### src/inc/scc_cfg.svh
// Constants of the serial channel common configuration register bank:
// addresses, field positions, reset values and bus response codes.
// Assumes inclusion by bare name from files under src/ and bench/.
`ifndef SCC_CFG_SVH
`define SCC_CFG_SVH

// ==========================================================================
// Register byte addresses
`define SCC_ADDR_CH_AC    32'h0003_0024
`define SCC_ADDR_CH_AD    32'h0003_0034
`define SCC_ADDR_CH_BC    32'h0003_0124
`define SCC_ADDR_CH_BD    32'h0003_0134
`define SCC_ADDR_BLK_A    32'h0003_0000
`define SCC_ADDR_BLK_B    32'h0003_0100
`define SCC_ADDR_STATUS   32'h0003_0200
`define SCC_ADDR_IRQ_EN   32'h0003_0204

// ==========================================================================
// Channel configuration register fields
`define SCC_CH_RSVD_BIT   0
`define SCC_CH_ALARM_BIT  1
`define SCC_CH_SRST_BIT   2
`define SCC_CH_TEST_BIT   7
`define SCC_CH_WMASK      8'h87
`define SCC_CH_RESET      8'h02

// ==========================================================================
// Block control register fields
`define SCC_BLK_ALARM_BIT 1
`define SCC_BLK_SRST_BIT  2
`define SCC_BLK_TEST_BIT  7
`define SCC_BLK_PAT_LSB   8
`define SCC_BLK_PAT_MSB   12
`define SCC_BLK_WMASK     13'h1f86
`define SCC_BLK_RESET     13'h0002

// ==========================================================================
// Interrupt registers and bus responses
`define SCC_STAT_RESET    4'h0
`define SCC_IRQ_EN_RESET  4'h0
`define SCC_RESP_OKAY     2'h0
`define SCC_RESP_SLVERR   2'h2

`endif

### src/inc/scc_pkg.sv
// Types shared by the serial channel common configuration design.
// Assumes nothing of its surroundings.
package scc_pkg;

    // ======================================================================
    // Bus channel state, one instance for writes and one for reads
    typedef enum logic [1:0] {
        SCC_IDLE = 2'h0,
        SCC_RESP = 2'h1
    } scc_bus_state_t;

endpackage

### src/scc_chan.sv
// One channel's effective controls: reset, test mode and alarm gating.
// Assumes configuration and block bits come from flops on the same clock.
`timescale 1ns/10ps
`default_nettype none
`include "scc_cfg.svh"

module scc_chan (
    input  wire logic       i_clk,
    input  wire logic       i_rst_b,
    input  wire logic [7:0] i_cfg,
    input  wire logic       i_blk_alarm_block,
    input  wire logic       i_blk_soft_reset,
    input  wire logic       i_blk_test_override,
    input  wire logic       i_alarm,
    output logic            o_alarm_pass,
    output logic            o_chan_reset,
    output logic            o_chan_test
);

    logic rst_q;
    logic rst_d;
    logic test_q;
    logic test_d;

    // ======================================================================
    // Combined controls
    assign rst_d = i_cfg[`SCC_CH_SRST_BIT] | i_blk_soft_reset;
    assign test_d = i_blk_test_override | i_cfg[`SCC_CH_TEST_BIT];
    assign o_alarm_pass = i_alarm & ~i_cfg[`SCC_CH_ALARM_BIT]
                          & ~i_blk_alarm_block;

    // ======================================================================
    // Channel held in reset during device reset as well
    always_ff @(posedge i_clk) begin
        if (!i_rst_b) begin
            rst_q  <= 1'b1;
            test_q <= 1'b0;
        end else begin
            rst_q  <= rst_d;
            test_q <= test_d;
        end
    end

    assign o_chan_reset = rst_q;
    assign o_chan_test = test_q;

endmodule
`default_nettype wire

### src/scc_top.sv
// Common configuration register bank for four serial channels in two
// blocks, reached over AXI4-Lite, with alarm interrupt gathering.
// Assumes alarm inputs are synchronous to I_CLK; one clock, sync reset.
//
// Behaviour
// - Per channel one 8-bit R/W register: 30024, 30034, 30124, 30134.
// - Bit 0 is reserved, resets to zero; software writes zero.
// - Channel alarm block bit set stops all that channel's alarm interrupts.
// - Channel alarm block overrides the individual per-alarm mask bits.
// - Channel alarm block bit resets to one.
// - Channel soft reset holds channel logic in reset, configuration kept.
// - Soft reset is not self-clearing; software sets then clears it.
// - Channel soft reset bit resets to zero.
// - Channel test select bit 7 puts channel in test; block picks pattern.
// - Block test override low: each channel follows its own test bit.
// - Block test override high: all channels of the block in test.
// - Channel test select bit resets to zero.
// - Block alarm block, reset to one, masks both channels and overrides.
// - Block soft reset resets both channels, overriding channel bits.
//
// The AXI4-Lite slave port was left to the implementer.
`timescale 1ns/10ps
`default_nettype none
`include "scc_cfg.svh"

module scc_top (
    input  wire logic        I_CLK,
    input  wire logic        I_RST_B,
    input  wire logic [31:0] I_AWADDR,
    input  wire logic [2:0]  I_AWPROT,
    input  wire logic        I_AWVALID,
    output logic             O_AWREADY,
    input  wire logic [31:0] I_WDATA,
    input  wire logic [3:0]  I_WSTRB,
    input  wire logic        I_WVALID,
    output logic             O_WREADY,
    output logic [1:0]       O_BRESP,
    output logic             O_BVALID,
    input  wire logic        I_BREADY,
    input  wire logic [31:0] I_ARADDR,
    input  wire logic [2:0]  I_ARPROT,
    input  wire logic        I_ARVALID,
    output logic             O_ARREADY,
    output logic [31:0]      O_RDATA,
    output logic [1:0]       O_RRESP,
    output logic             O_RVALID,
    input  wire logic        I_RREADY,
    input  wire logic [3:0]  I_ALARM,
    output logic [3:0]       O_CHAN_RESET,
    output logic [3:0]       O_CHAN_TEST,
    output logic [4:0]       O_TEST_PATTERN_SELECT_A,
    output logic [4:0]       O_TEST_PATTERN_SELECT_B,
    output logic             O_IRQ
);

    // ======================================================================
    // Declarations
    scc_pkg::scc_bus_state_t wr_st_q;
    scc_pkg::scc_bus_state_t wr_st_d;
    scc_pkg::scc_bus_state_t rd_st_q;
    scc_pkg::scc_bus_state_t rd_st_d;

    logic [7:0]  cfg_q [0:3];
    logic [12:0] blk_q [0:1];
    logic [3:0]  stat_q;
    logic [3:0]  stat_d;
    logic [3:0]  irq_en_q;
    logic        irq_q;
    logic [1:0]  bresp_q;
    logic [1:0]  bresp_d;
    logic [31:0] rdata_q;
    logic [31:0] rdata_d;
    logic [1:0]  rresp_q;
    logic [1:0]  rresp_d;

    logic        wr_go;
    logic        rd_go;
    logic [3:0]  wr_hit_ch;
    logic [1:0]  wr_hit_blk;
    logic        wr_hit_stat;
    logic        wr_hit_en;
    logic        wr_mapped;
    logic [3:0]  rd_hit_ch;
    logic [1:0]  rd_hit_blk;
    logic        rd_hit_stat;
    logic        rd_hit_en;
    logic        rd_mapped;
    logic [3:0]  stat_clr;
    logic [3:0]  alarm_pass;
    logic [12:0] blk_wdata;
    logic [12:0] blk_wen;
    logic [7:0]  ch_wdata;

    // ======================================================================
    // Write address decode
    assign wr_hit_ch[0] = (I_AWADDR == `SCC_ADDR_CH_AC);
    assign wr_hit_ch[1] = (I_AWADDR == `SCC_ADDR_CH_AD);
    assign wr_hit_ch[2] = (I_AWADDR == `SCC_ADDR_CH_BC);
    assign wr_hit_ch[3] = (I_AWADDR == `SCC_ADDR_CH_BD);
    assign wr_hit_blk[0] = (I_AWADDR == `SCC_ADDR_BLK_A);
    assign wr_hit_blk[1] = (I_AWADDR == `SCC_ADDR_BLK_B);
    assign wr_hit_stat = (I_AWADDR == `SCC_ADDR_STATUS);
    assign wr_hit_en = (I_AWADDR == `SCC_ADDR_IRQ_EN);
    assign wr_mapped = (|wr_hit_ch) | (|wr_hit_blk) | wr_hit_stat
                       | wr_hit_en;

    // ======================================================================
    // Read address decode
    assign rd_hit_ch[0] = (I_ARADDR == `SCC_ADDR_CH_AC);
    assign rd_hit_ch[1] = (I_ARADDR == `SCC_ADDR_CH_AD);
    assign rd_hit_ch[2] = (I_ARADDR == `SCC_ADDR_CH_BC);
    assign rd_hit_ch[3] = (I_ARADDR == `SCC_ADDR_CH_BD);
    assign rd_hit_blk[0] = (I_ARADDR == `SCC_ADDR_BLK_A);
    assign rd_hit_blk[1] = (I_ARADDR == `SCC_ADDR_BLK_B);
    assign rd_hit_stat = (I_ARADDR == `SCC_ADDR_STATUS);
    assign rd_hit_en = (I_ARADDR == `SCC_ADDR_IRQ_EN);
    assign rd_mapped = (|rd_hit_ch) | (|rd_hit_blk) | rd_hit_stat
                       | rd_hit_en;

    // ======================================================================
    // Write channel handshake: address and data taken together
    assign wr_go = I_AWVALID & I_WVALID & (wr_st_q == scc_pkg::SCC_IDLE);
    assign O_AWREADY = wr_go;
    assign O_WREADY = wr_go;
    assign bresp_d = wr_mapped ? `SCC_RESP_OKAY : `SCC_RESP_SLVERR;

    always_comb begin
        wr_st_d = wr_st_q;
        unique case (wr_st_q)
            scc_pkg::SCC_IDLE: begin
                if (wr_go) begin
                    wr_st_d = scc_pkg::SCC_RESP;
                end
            end
            scc_pkg::SCC_RESP: begin
                if (I_BREADY) begin
                    wr_st_d = scc_pkg::SCC_IDLE;
                end
            end
            default: begin
                wr_st_d = scc_pkg::SCC_IDLE;
            end
        endcase
    end

    always_ff @(posedge I_CLK) begin
        if (!I_RST_B) begin
            wr_st_q <= scc_pkg::SCC_IDLE;
            bresp_q <= `SCC_RESP_OKAY;
        end else begin
            wr_st_q <= wr_st_d;
            if (wr_go) begin
                bresp_q <= bresp_d;
            end
        end
    end

    assign O_BVALID = (wr_st_q == scc_pkg::SCC_RESP);
    assign O_BRESP = bresp_q;

    // ======================================================================
    // Channel configuration registers, unused bits never stored
    assign ch_wdata = I_WDATA[7:0] & `SCC_CH_WMASK;

    always_ff @(posedge I_CLK) begin
        if (!I_RST_B) begin
            for (int i = 0; i < 4; i++) begin
                cfg_q[i] <= `SCC_CH_RESET;
            end
        end else begin
            for (int i = 0; i < 4; i++) begin
                if (wr_go && wr_hit_ch[i] && I_WSTRB[0]) begin
                    cfg_q[i] <= ch_wdata;
                end
            end
        end
    end

    // ======================================================================
    // Block control registers, lanes 0 and 1
    assign blk_wen = {{5{I_WSTRB[1]}}, {8{I_WSTRB[0]}}} & `SCC_BLK_WMASK;
    assign blk_wdata = I_WDATA[12:0];

    always_ff @(posedge I_CLK) begin
        if (!I_RST_B) begin
            for (int b = 0; b < 2; b++) begin
                blk_q[b] <= `SCC_BLK_RESET;
            end
        end else begin
            for (int b = 0; b < 2; b++) begin
                if (wr_go && wr_hit_blk[b]) begin
                    blk_q[b] <= (blk_q[b] & ~blk_wen)
                                | (blk_wdata & blk_wen);
                end
            end
        end
    end

    assign O_TEST_PATTERN_SELECT_A =
        blk_q[0][`SCC_BLK_PAT_MSB:`SCC_BLK_PAT_LSB];
    assign O_TEST_PATTERN_SELECT_B =
        blk_q[1][`SCC_BLK_PAT_MSB:`SCC_BLK_PAT_LSB];

    // ======================================================================
    // Per-channel controls; channels 0,1 in block A and 2,3 in block B
    genvar g;
    generate
        for (g = 0; g < 4; g++) begin : g_chan
            scc_chan u_chan (
                .i_clk               (I_CLK),
                .i_rst_b             (I_RST_B),
                .i_cfg               (cfg_q[g]),
                .i_blk_alarm_block   (blk_q[g/2][`SCC_BLK_ALARM_BIT]),
                .i_blk_soft_reset    (blk_q[g/2][`SCC_BLK_SRST_BIT]),
                .i_blk_test_override (blk_q[g/2][`SCC_BLK_TEST_BIT]),
                .i_alarm             (I_ALARM[g]),
                .o_alarm_pass        (alarm_pass[g]),
                .o_chan_reset        (O_CHAN_RESET[g]),
                .o_chan_test         (O_CHAN_TEST[g])
            );
        end
    endgenerate

    // ======================================================================
    // Alarm status, write one to clear; a new alarm wins over the clear
    assign stat_clr = (wr_go && wr_hit_stat && I_WSTRB[0]) ?
                      I_WDATA[3:0] : 4'h0;
    assign stat_d = (stat_q & ~stat_clr) | alarm_pass;

    always_ff @(posedge I_CLK) begin
        if (!I_RST_B) begin
            stat_q   <= `SCC_STAT_RESET;
            irq_en_q <= `SCC_IRQ_EN_RESET;
            irq_q    <= 1'b0;
        end else begin
            stat_q <= stat_d;
            if (wr_go && wr_hit_en && I_WSTRB[0]) begin
                irq_en_q <= I_WDATA[3:0];
            end
            irq_q <= |(stat_q & irq_en_q);
        end
    end

    assign O_IRQ = irq_q;

    // ======================================================================
    // Read data selection
    always_comb begin
        rdata_d = 32'h0000_0000;
        for (int i = 0; i < 4; i++) begin
            if (rd_hit_ch[i]) begin
                rdata_d = {24'h00_0000, cfg_q[i]};
            end
        end
        for (int b = 0; b < 2; b++) begin
            if (rd_hit_blk[b]) begin
                rdata_d = {19'h0_0000, blk_q[b]};
            end
        end
        if (rd_hit_stat) begin
            rdata_d = {28'h000_0000, stat_q};
        end
        if (rd_hit_en) begin
            rdata_d = {28'h000_0000, irq_en_q};
        end
    end

    assign rresp_d = rd_mapped ? `SCC_RESP_OKAY : `SCC_RESP_SLVERR;

    // ======================================================================
    // Read channel handshake
    assign rd_go = I_ARVALID & (rd_st_q == scc_pkg::SCC_IDLE);
    assign O_ARREADY = (rd_st_q == scc_pkg::SCC_IDLE);

    always_comb begin
        rd_st_d = rd_st_q;
        unique case (rd_st_q)
            scc_pkg::SCC_IDLE: begin
                if (rd_go) begin
                    rd_st_d = scc_pkg::SCC_RESP;
                end
            end
            scc_pkg::SCC_RESP: begin
                if (I_RREADY) begin
                    rd_st_d = scc_pkg::SCC_IDLE;
                end
            end
            default: begin
                rd_st_d = scc_pkg::SCC_IDLE;
            end
        endcase
    end

    always_ff @(posedge I_CLK) begin
        if (!I_RST_B) begin
            rd_st_q <= scc_pkg::SCC_IDLE;
            rdata_q <= 32'h0000_0000;
            rresp_q <= `SCC_RESP_OKAY;
        end else begin
            rd_st_q <= rd_st_d;
            if (rd_go) begin
                rdata_q <= rdata_d;
                rresp_q <= rresp_d;
            end
        end
    end

    assign O_RVALID = (rd_st_q == scc_pkg::SCC_RESP);
    assign O_RDATA = rdata_q;
    assign O_RRESP = rresp_q;

endmodule
`default_nettype wire

### config.mk
export PLATFORM = sky130hd
export DESIGN_NAME = scc_top
export DESIGN_NICKNAME = d
export VERILOG_FILES = /design/src/inc/scc_pkg.sv /design/src/scc_chan.sv /design/src/scc_top.sv
export VERILOG_INCLUDE_DIRS = /design/src /design/src/inc
export SDC_FILE = /design/constraint.sdc
export NUM_CORES = 1
export LEC_CHECK = 0
export BUFFER_PORTS_ARGS = -buffer_cell sky130_fd_sc_hd__buf_2
export CAP_MARGIN = 5
export CORE_AREA = 5 5 90 92
export DETAILED_ROUTE_END_ITERATION = 16
export DIE_AREA = 0 0 95 97
export PLACE_DENSITY = 0.84
export SKIP_LAST_GASP = 1
export SYNTH_ARGS = -nofsm -noshare
export SYNTH_HDL_FRONTEND = slang
export SYNTH_HIERARCHICAL = 1
export SYNTH_SLANG_ARGS = --single-unit
### constraint.sdc
create_clock -name I_CLK -period 6.7 [get_ports I_CLK]
set_input_delay 1.34 -clock I_CLK [delete_from_list [all_inputs] [get_ports I_CLK]]
set_output_delay 1.34 -clock I_CLK [all_outputs]
set_load 0.03 [all_outputs]
# Word-level counts from Yosys, hierarchy flattened
# Memories as Yosys holds them, arrays and structs flattened.
# Cells that the tools add are included.
[classes]
div_mod_pow = 0
eq_ne = 22
magnitude_cmp = 0
shifts = 0
n_bitwise = 47
n_reduce_logical = 23
mul = 0
n_mux = 42
n_addsub = 0
[op_table]
columns = ["operator", "count"]
rows = [
  ["$eq A32 B18 Y1 const B", 16],
  ["$mux W32", 7],
  ["$and A13 B13 Y13", 3],
  ["$mux W13", 2],
  ["$or A13 B13 Y13", 2],
  ["$mux W4", 5],
  ["$or A1 B1 Y1", 20],
  ["$mux W1", 19],
  ["$logic_and A1 B1 Y1", 14],
  ["$not A13 Y13", 1],
  ["$mux W2", 6],
  ["$reduce_or A4 Y1", 3],
  ["$and A1 B1 Y1", 11],
  ["$and A4 B4 Y4", 2],
  ["$mux W8", 1],
  ["$pmux W2 S2", 2],
  ["$ne A2 B1 Y1 const B", 3],
  ["$not A1 Y1", 6],
  ["$eq A2 B1 Y1 const B", 2],
  ["$logic_not A2 Y1", 2],
  ["$not A4 Y4", 1],
  ["$or A4 B4 Y4", 1],
  ["$reduce_and A2 Y1", 2],
  ["$reduce_or A2 Y1", 2],
  ["$ne A2 B2 Y1 const B", 1],
]
[word_totals]
ram_bits = 42
romBits = 0
memories = 2
output_inout_bits = 60
word_cells = 152
input_bits = 117
latchBits = 0
ff_bits = 57
[mem_list]
columns = ["name", "depth", "width", "rd", "rd_clocked_by_memory_dff", "wr", "line", "text"]
rows = [
  ["blk_q", 2, 13, 2, 0, 2, "scc_top.sv:64", "logic [12:0] blk_q [0:1];"],
  ["cfg_q", 4, 4, 4, 0, 4, "scc_top.sv:63", "logic [7:0] cfg_q [0:3];"],
]

# Logic depth before layout (Yosys ltp)
# Gate-level depths: netlist of run 1.
[logic_depth]
word_depth = 9
mapped_depth = 6
ltp_nobuf = 4

# Cells and area by module
# Netlist of run 1, hierarchy kept.
[by_module_without_submodules]
columns = ["mod", "instances", "seq_area_each_um2", "cells_each", "area_per_inst_um2"]
rows = [
  ["scc_top", 1, 1421.4, 326, 3195.6],
  ["scc_chan", 4, 40.0, 5, 63.8],
]

# Least setup slack after synthesis of run 1
# Ideal clock, no wire load.
[synth_timing]
path_type = "in2reg"
from = "input port I_AWADDR[0]"
to = "memory cfg_q[0][0] in the netlist's numbering (enable)"
required_time_ns = 6.327
n_path_buf = 1
t_arrival_ns = 3.247
cell_stages = 5
setup_ns = 0.373
slack_ns = 3.080
cell_sequence = "or4_4 > or3_1 > or4_4 > buf_6 > o31ai_1"
[synth_lines]
columns = ["item", "line", "text"]
rows = [
  ["start: declaration", "scc_top.sv:29", "input wire logic [31:0] I_AWADDR,"],
  ["end: declaration", "scc_top.sv:63", ""],
]

==> flow_summary.yaml, run 1 <==
critical_path:
  crit_path_max_incr_delay_ns: 1.20
  cpLargestDelayFamily: "simple AND/OR/NAND/NOR gates"
  crit_buf_inv: 1
  critPathSlowestCell: "o21ai_0"
  critPathMaxFanout: 18
  critPathKind: "in2reg"
  cp-end-kind: "register"
  required_ns: 6.67
  critPathArrivalTime_ns: 4.05
  cp_cell_sequence: "buf_2 > or4_4 > nor4_1 > nand4_1 > o21ai_0"
  setup.worst_path.start_class: "input pin"
final_layout:
  postLayoutCoreUtil_pct: 57.9
  n_antenna_cell: 0
  fillers: 648
  synthToLayoutAreaGrowth_pct: 19.7
  drive_gt1_share_pct: 32.4
  nets: 566
placed_design:
  dp_hpwl_um: 6980
  io_buffer_count: 122
  place.gp.congestion: 0.902
global_routing:
  grt_overflow_total: 0
  grt_pass1_vias: 2973
  gr-usage-all-layers_pct: 19.1
  grt_max_degree: 37
  grt_pass1_wl_um: 13800
  antenna_found_initial: 0
pwr:
  peakVddDrop_uv: 116
  leakagePower_nw: 1.73
  powerDensity_mw_per_mm2: 218
floorplanning:
  initial_core_util_pct: 48.4
  die_h_um: 97
  die_width_um: 95
  num_rows: 31
  fp.dieArea_mm2: 0.00922
  pin_count: 177
  core-area_mm2: 0.00714
sta:
  drv_slew: 0
  worstMarginPinSlew_ns: 1.21
  hold-worst-slack_ns: 0.448
  setup_violations: 0
  hold_viol: 0
  fin_crit_sh_pct: 61.0
  period_needed_ns: 4.08
  max_freq_mhz: 245
  finClkSkew_ns: 0.00736
  slew-limit-headroom_pct: 18.3
  tns_ns: 0
  rsz0062_at_grt: "no"
synth:
  synth_cell_type_count: 41
  syn_area_mm2: 0.00345
  async_flop_share_pct: 0
  synth_ff_type: "edfxtp_1"
  syn_area_per_cell_um2: 9.97
  synth_edf_count: 32
  synth.yosys.warnings: 6
  ys_ff_latch: 63
  synth_cells: 346
  synth_seq_area_share_pct: 45.8
route:
  wl_met1_um: 3420
  drt_first_pass_iters: 4
  drt_iter0_markers: 158
  highest_layer: "met4"
  routed_wl_um: 8890
  avgRoutedWirePerCell_um: 16.1
  via_per_inst: 5.41
  num_vias: 2994
  drtAntennaViolNets: 0
  drcViolationCount: 0
  wl_met2_um: 4410
  met3_wirelength_um: 864
clock_tree:
  root_buffer: "clkbuf_8"
  path_clk_slew_ns: 0.07
  clk_path_buf_depth: 2
  ctsHtreeMaxLevel: 3
  cts_sinks: 63
  cts_setup_buffers: 0
  hold_buffers: 0
  insertion_delay_ns: 0.35
  cts_tree: "built"
  cts_buffers: 9
  post_cts_resized: 0
job:
  cap_viol_max_count: 0
run_status:
  status: "finished, final reports clean"
worst_hold_path:
  hold_class: "reg2reg"
-- worst reg2reg max path, delay by kind of cell, from the launching register on --
family / cells / cell delay, ns
and+or+nand+nor: 3 / 1.20
AOI/OAI and AO/OA: 1 / 1.20
DFF: 1 / 0.32
-- final cells by class --
cell class	count	area (µm²)	share of cell area [%]
Tap cell	99	124	3.00
Clock inverter	7	97.6	2.36
Inverter	13	48.8	1.18
Multi-Input combinational cell	239	1540	37.2
Timing Repair Buffer	123	618	15.0
Clock buffer	9	124	3.00
Sequential cell	63	1580	38.3
-- worst paths after layout --
path         cells past startpoint  slack (ns)        start      endpoint
min                              2        0.45  O_RDATA[11]   O_RDATA[11]
max                              5        2.62  I_AWADDR[0]  blk_q[0][24]
min reg2reg                      2        0.45  O_RDATA[11]   O_RDATA[11]
max reg2reg                      4        3.59   wr_st_q[0]  blk_q[0][24]
-- synth_stat cells (all sizes together) (11+ instances only) --
| cell type | n | area share [%] |
|---|---|---|
| buf | 43 | 9.5 |
| edfxtp | 32 | 28 |
| dfxtp | 31 | 18 |
| mux2i | 27 | 7.8 |
| nand2 | 24 | 2.6 |
| nor3 | 23 | 3.3 |
| nor2 | 17 | 1.8 |
| a21oi | 13 | 1.9 |
| inv | 13 | 1.4 |
| or4 | 13 | 3.0 |
| o21ai | 12 | 1.7 |
| clkbuf | 11 | 1.2 |
| nor4 | 11 | 2.0 |
-- cells by family (layout without fill, tap and decap cells) --
kind of cell | count (synthesis) | after routing | share of synthesized area, %
AOI/OAI and AO/OA | 48 | 48 | 8.63
DFF | 63 | 63 | 45.8
other | 1 | 24 | 0.109
buffers and inverters | 67 | 152 | 12.1
muxes | 33 | 33 | 11.1
and+or+nand+nor | 134 | 134 | 22.2
-- registers in the layout, indices dropped and copies added, names as in the netlist --
signal and count:
blk_q 16, cfg_q 16, O_RDATA 10, g_chan.u_chan/o_chan_reset 4
g_chan.u_chan/o_chan_test 4, irq_en_q 4, stat_q 4, O_BRESP 1
O_IRQ 1, O_RRESP 1, rd_st_q 1, wr_st_q 1
-- cells in the final DEF (no fill, tap or decap), drive strengths merged, types with 13 or more instances in the layout --
cell and n:
edfxtp 32, buf 123, or4 13, conb 24, inv 13, nor2 17, a21oi 13, dfxtp 31
nor3 23, mux2i 27, nand2 24
-- metal layers --
metal  vias to the layer above  GRT usage, %
li1                       1435             -
met1                      1378          22.5
met2                       162          32.7
met3                        19          4.34
met4                         0          8.44
met5                         -             0
-- power by group --
group | total, W | switching [W] | internal [W] | leakage, nW
sequential | 0.000419 | 0.00000581 | 0.000413 | 0.574
clock | 0.000365 | 0.000155 | 0.000210 | 0.105
combinational | 0.000117 | 0.0000772 | 0.0000398 | 1.05
-- through the flow --
step / instance area, µm² / instances / setup slack, ns / power, W
global placement: 3910 / 537 / 2.23 / 0.000541
finish: 4130 / 553 / 2.62 / 0.000901
global route: 4130 / 553 / 2.49 / 0.000938
detailed placement: 3910 / 537 / 2.25 / 0.000544
floorplan: 3540 / 369 / 3.08 / 0.000513
CTS: 4130 / 553 / 2.60 / 0.000907
(Power assumes the default switching activity.)
==> inputs of run 2 (changes only) <==
- CORE_AREA: 5 5 90 92 -> 5 5 98 100
- DIE_AREA: 0 0 95 97 -> 0 0 103 105
- PLACE_DENSITY: 0.84 -> 0.75
- clock period: 6.7 -> 3.65 ns (I/O delays scaled with it)
==> flow_summary.yaml, run 2 (same netlist as run 1, synthesis figures left out) <==
run_status:
  status: "finished, final reports clean"
clock_tree:
  cts_setup_buffers: 0
  cts_buffers: 9
  ctsHtreeMaxLevel: 3
  path_clk_slew_ns: 0.07
  clk_path_buf_depth: 2
  root_buffer: "clkbuf_8"
  cts_tree: "built"
  hold_buffers: 0
  cts_sinks: 63
  insertion_delay_ns: 0.34
  post_cts_resized: 0
final_layout:
  nets: 572
  synthToLayoutAreaGrowth_pct: 20.3
  final_common_cell: "buf_2"
  postLayoutCoreUtil_pct: 48.3
  n_antenna_cell: 0
  final_cell_mix: "122 x buf_2, 32 x edfxtp_1, 31 x dfxtp_1"
  drive_gt1_share_pct: 32.6
  final_cells: 568
  finalInstanceArea_mm2: 0.00415
route:
  via_per_inst: 5.24
  num_vias: 2976
  drt_iter0_markers: 157
  routed_wl_um: 8960
  drt_first_pass_iters: 4
  drcViolationCount: 0
  avgRoutedWirePerCell_um: 15.8
  drtAntennaViolNets: 0
placed_design:
  placed_cells_incl_taps: 552
  dp_hpwl_um: 7070
  io_buffer_count: 122
  place.gp.congestion: 0.889
  dpl_cell_area_mm2: 0.00397
  pre_cts_ws_ns: 0.356
critical_path:
  rrSetupSlack_ns: 1.08
  crit_path_max_incr_delay_ns: 0.61
  critPathMaxFanout: 10
  cp-end-kind: "register"
  cpLargestDelayFamily: "simple AND/OR/NAND/NOR gates"
  required_ns: 3.61
  r2r-end: "cfg_q[2][1]"
  r2r_start: "wr_st_q[0]"
  crit_buf_inv: 1
  reg2reg_depth: 4
  cp_cell_sequence: "buf_2 > or4_4 > or3_1 > or4_4 > o31ai_1"
  critPathSlowestCell: "o31ai_1"
  setup.worst_path.start_class: "input pin"
  critPathKind: "in2reg"
  critPathArrivalTime_ns: 2.90
  path_common_cell: "or4_4"
sta:
  max_freq_mhz: 341
  period_needed_ns: 2.94
  setup_violations: 0
  setup_slack_ns: 0.714
  fin_crit_sh_pct: 80.4
  slew-limit-headroom_pct: 52.8
  finClkSkew_ns: 0.0105
  drv_slew: 0
  worstMarginPinSlew_ns: 0.701
  rsz0062_at_grt: "no"
  hold_viol: 0
  tns_ns: 0
worst_hold_path:
  hold_path_depth: 2
  holdPathEnd: "O_RDATA[3]"
  hp-start: "O_RDATA[3]"
  hold_class: "reg2reg"
pwr:
  peakVddDrop_uv: 139
  powerDensity_mw_per_mm2: 374
  leakagePower_nw: 1.74
global_routing:
  gr-usage-all-layers_pct: 16.1
  grt_pass1_wl_um: 13700
  grt_overflow_total: 0
  grt_pass1_vias: 2870
  antenna_found_initial: 0
  grt_max_degree: 36
floorplanning:
  num_rows: 34
  die_h_um: 105
  pin_count: 177
  core-area_mm2: 0.00859
  fp.dieArea_mm2: 0.0108
  initial_core_util_pct: 40.2
  die_width_um: 103
job:
  cap_viol_max_count: 0
run 2: worst max path at each step:
stage,start,end,slack (ns),cells after the start
global placement,I_AWADDR[0],cfg_q[2][2],0.48,5
finish,I_AWADDR[0],cfg_q[2][1],0.71,5
detailed placement,I_AWADDR[0],cfg_q[2][2],0.36,5
CTS,I_AWADDR[0],cfg_q[2][1],0.70,5
global route,I_AWADDR[0],cfg_q[2][1],0.59,5
floorplan,I_AWADDR[0],cfg_q[0][0],0.64,5
run 2: power breakdown:
group | total, W | switching, W | internal, W
Clock | 0.000567 | 0.000263 | 0.000304
Sequential | 0.000769 | 0.0000103 | 0.000759
Combinational | 0.000218 | 0.000142 | 0.0000759
Total | 0.00155 | 0.000416 | 0.00114
run 2: area by class of cell:
| type | count | area, µm² |
|---|---|---|
| Clock buffer | 13 | 170 |
| Timing Repair Buffer | 129 | 663 |
| Clock inverter | 3 | 16.3 |
| Inverter | 13 | 48.8 |
| Tap cell | 108 | 135 |
| Multi-Input combinational cell | 239 | 1540 |
| Sequential cell | 63 | 1580 |
| Fill cell | 829 | 4440 |
run 2: per-layer routing:
| metal | track usage (%) | wire (µm) | vias up |
|---|---|---|---|
| met5 | 0 | 0 | - |
| met4 | 5.92 | 111 | 0 |
| met3 | 3.13 | 804 | 9 |
| met2 | 27.2 | 4430 | 127 |
| met1 | 20.1 | 3610 | 1392 |
| li1 | - | - | 1448 |
run 2: per-stage QoR:
step	total power (W)	hold WS, ns
2_1_floorplan	0.000943	0.429
3_3_place_gp	0.000998	0.439
3_5_place_dp	0.00100	0.443
4_1_cts	0.00156	0.452
5_1_grt	0.00161	0.470
6_report	0.00155	0.450
run 2: worst reg2reg max path, cell delays in order, from the launching register on:
cell      delay (ns)
dfxtp_1         0.32
nand3b_1        0.27
or3_1           0.42
or4_4           0.56
o31ai_1         0.61
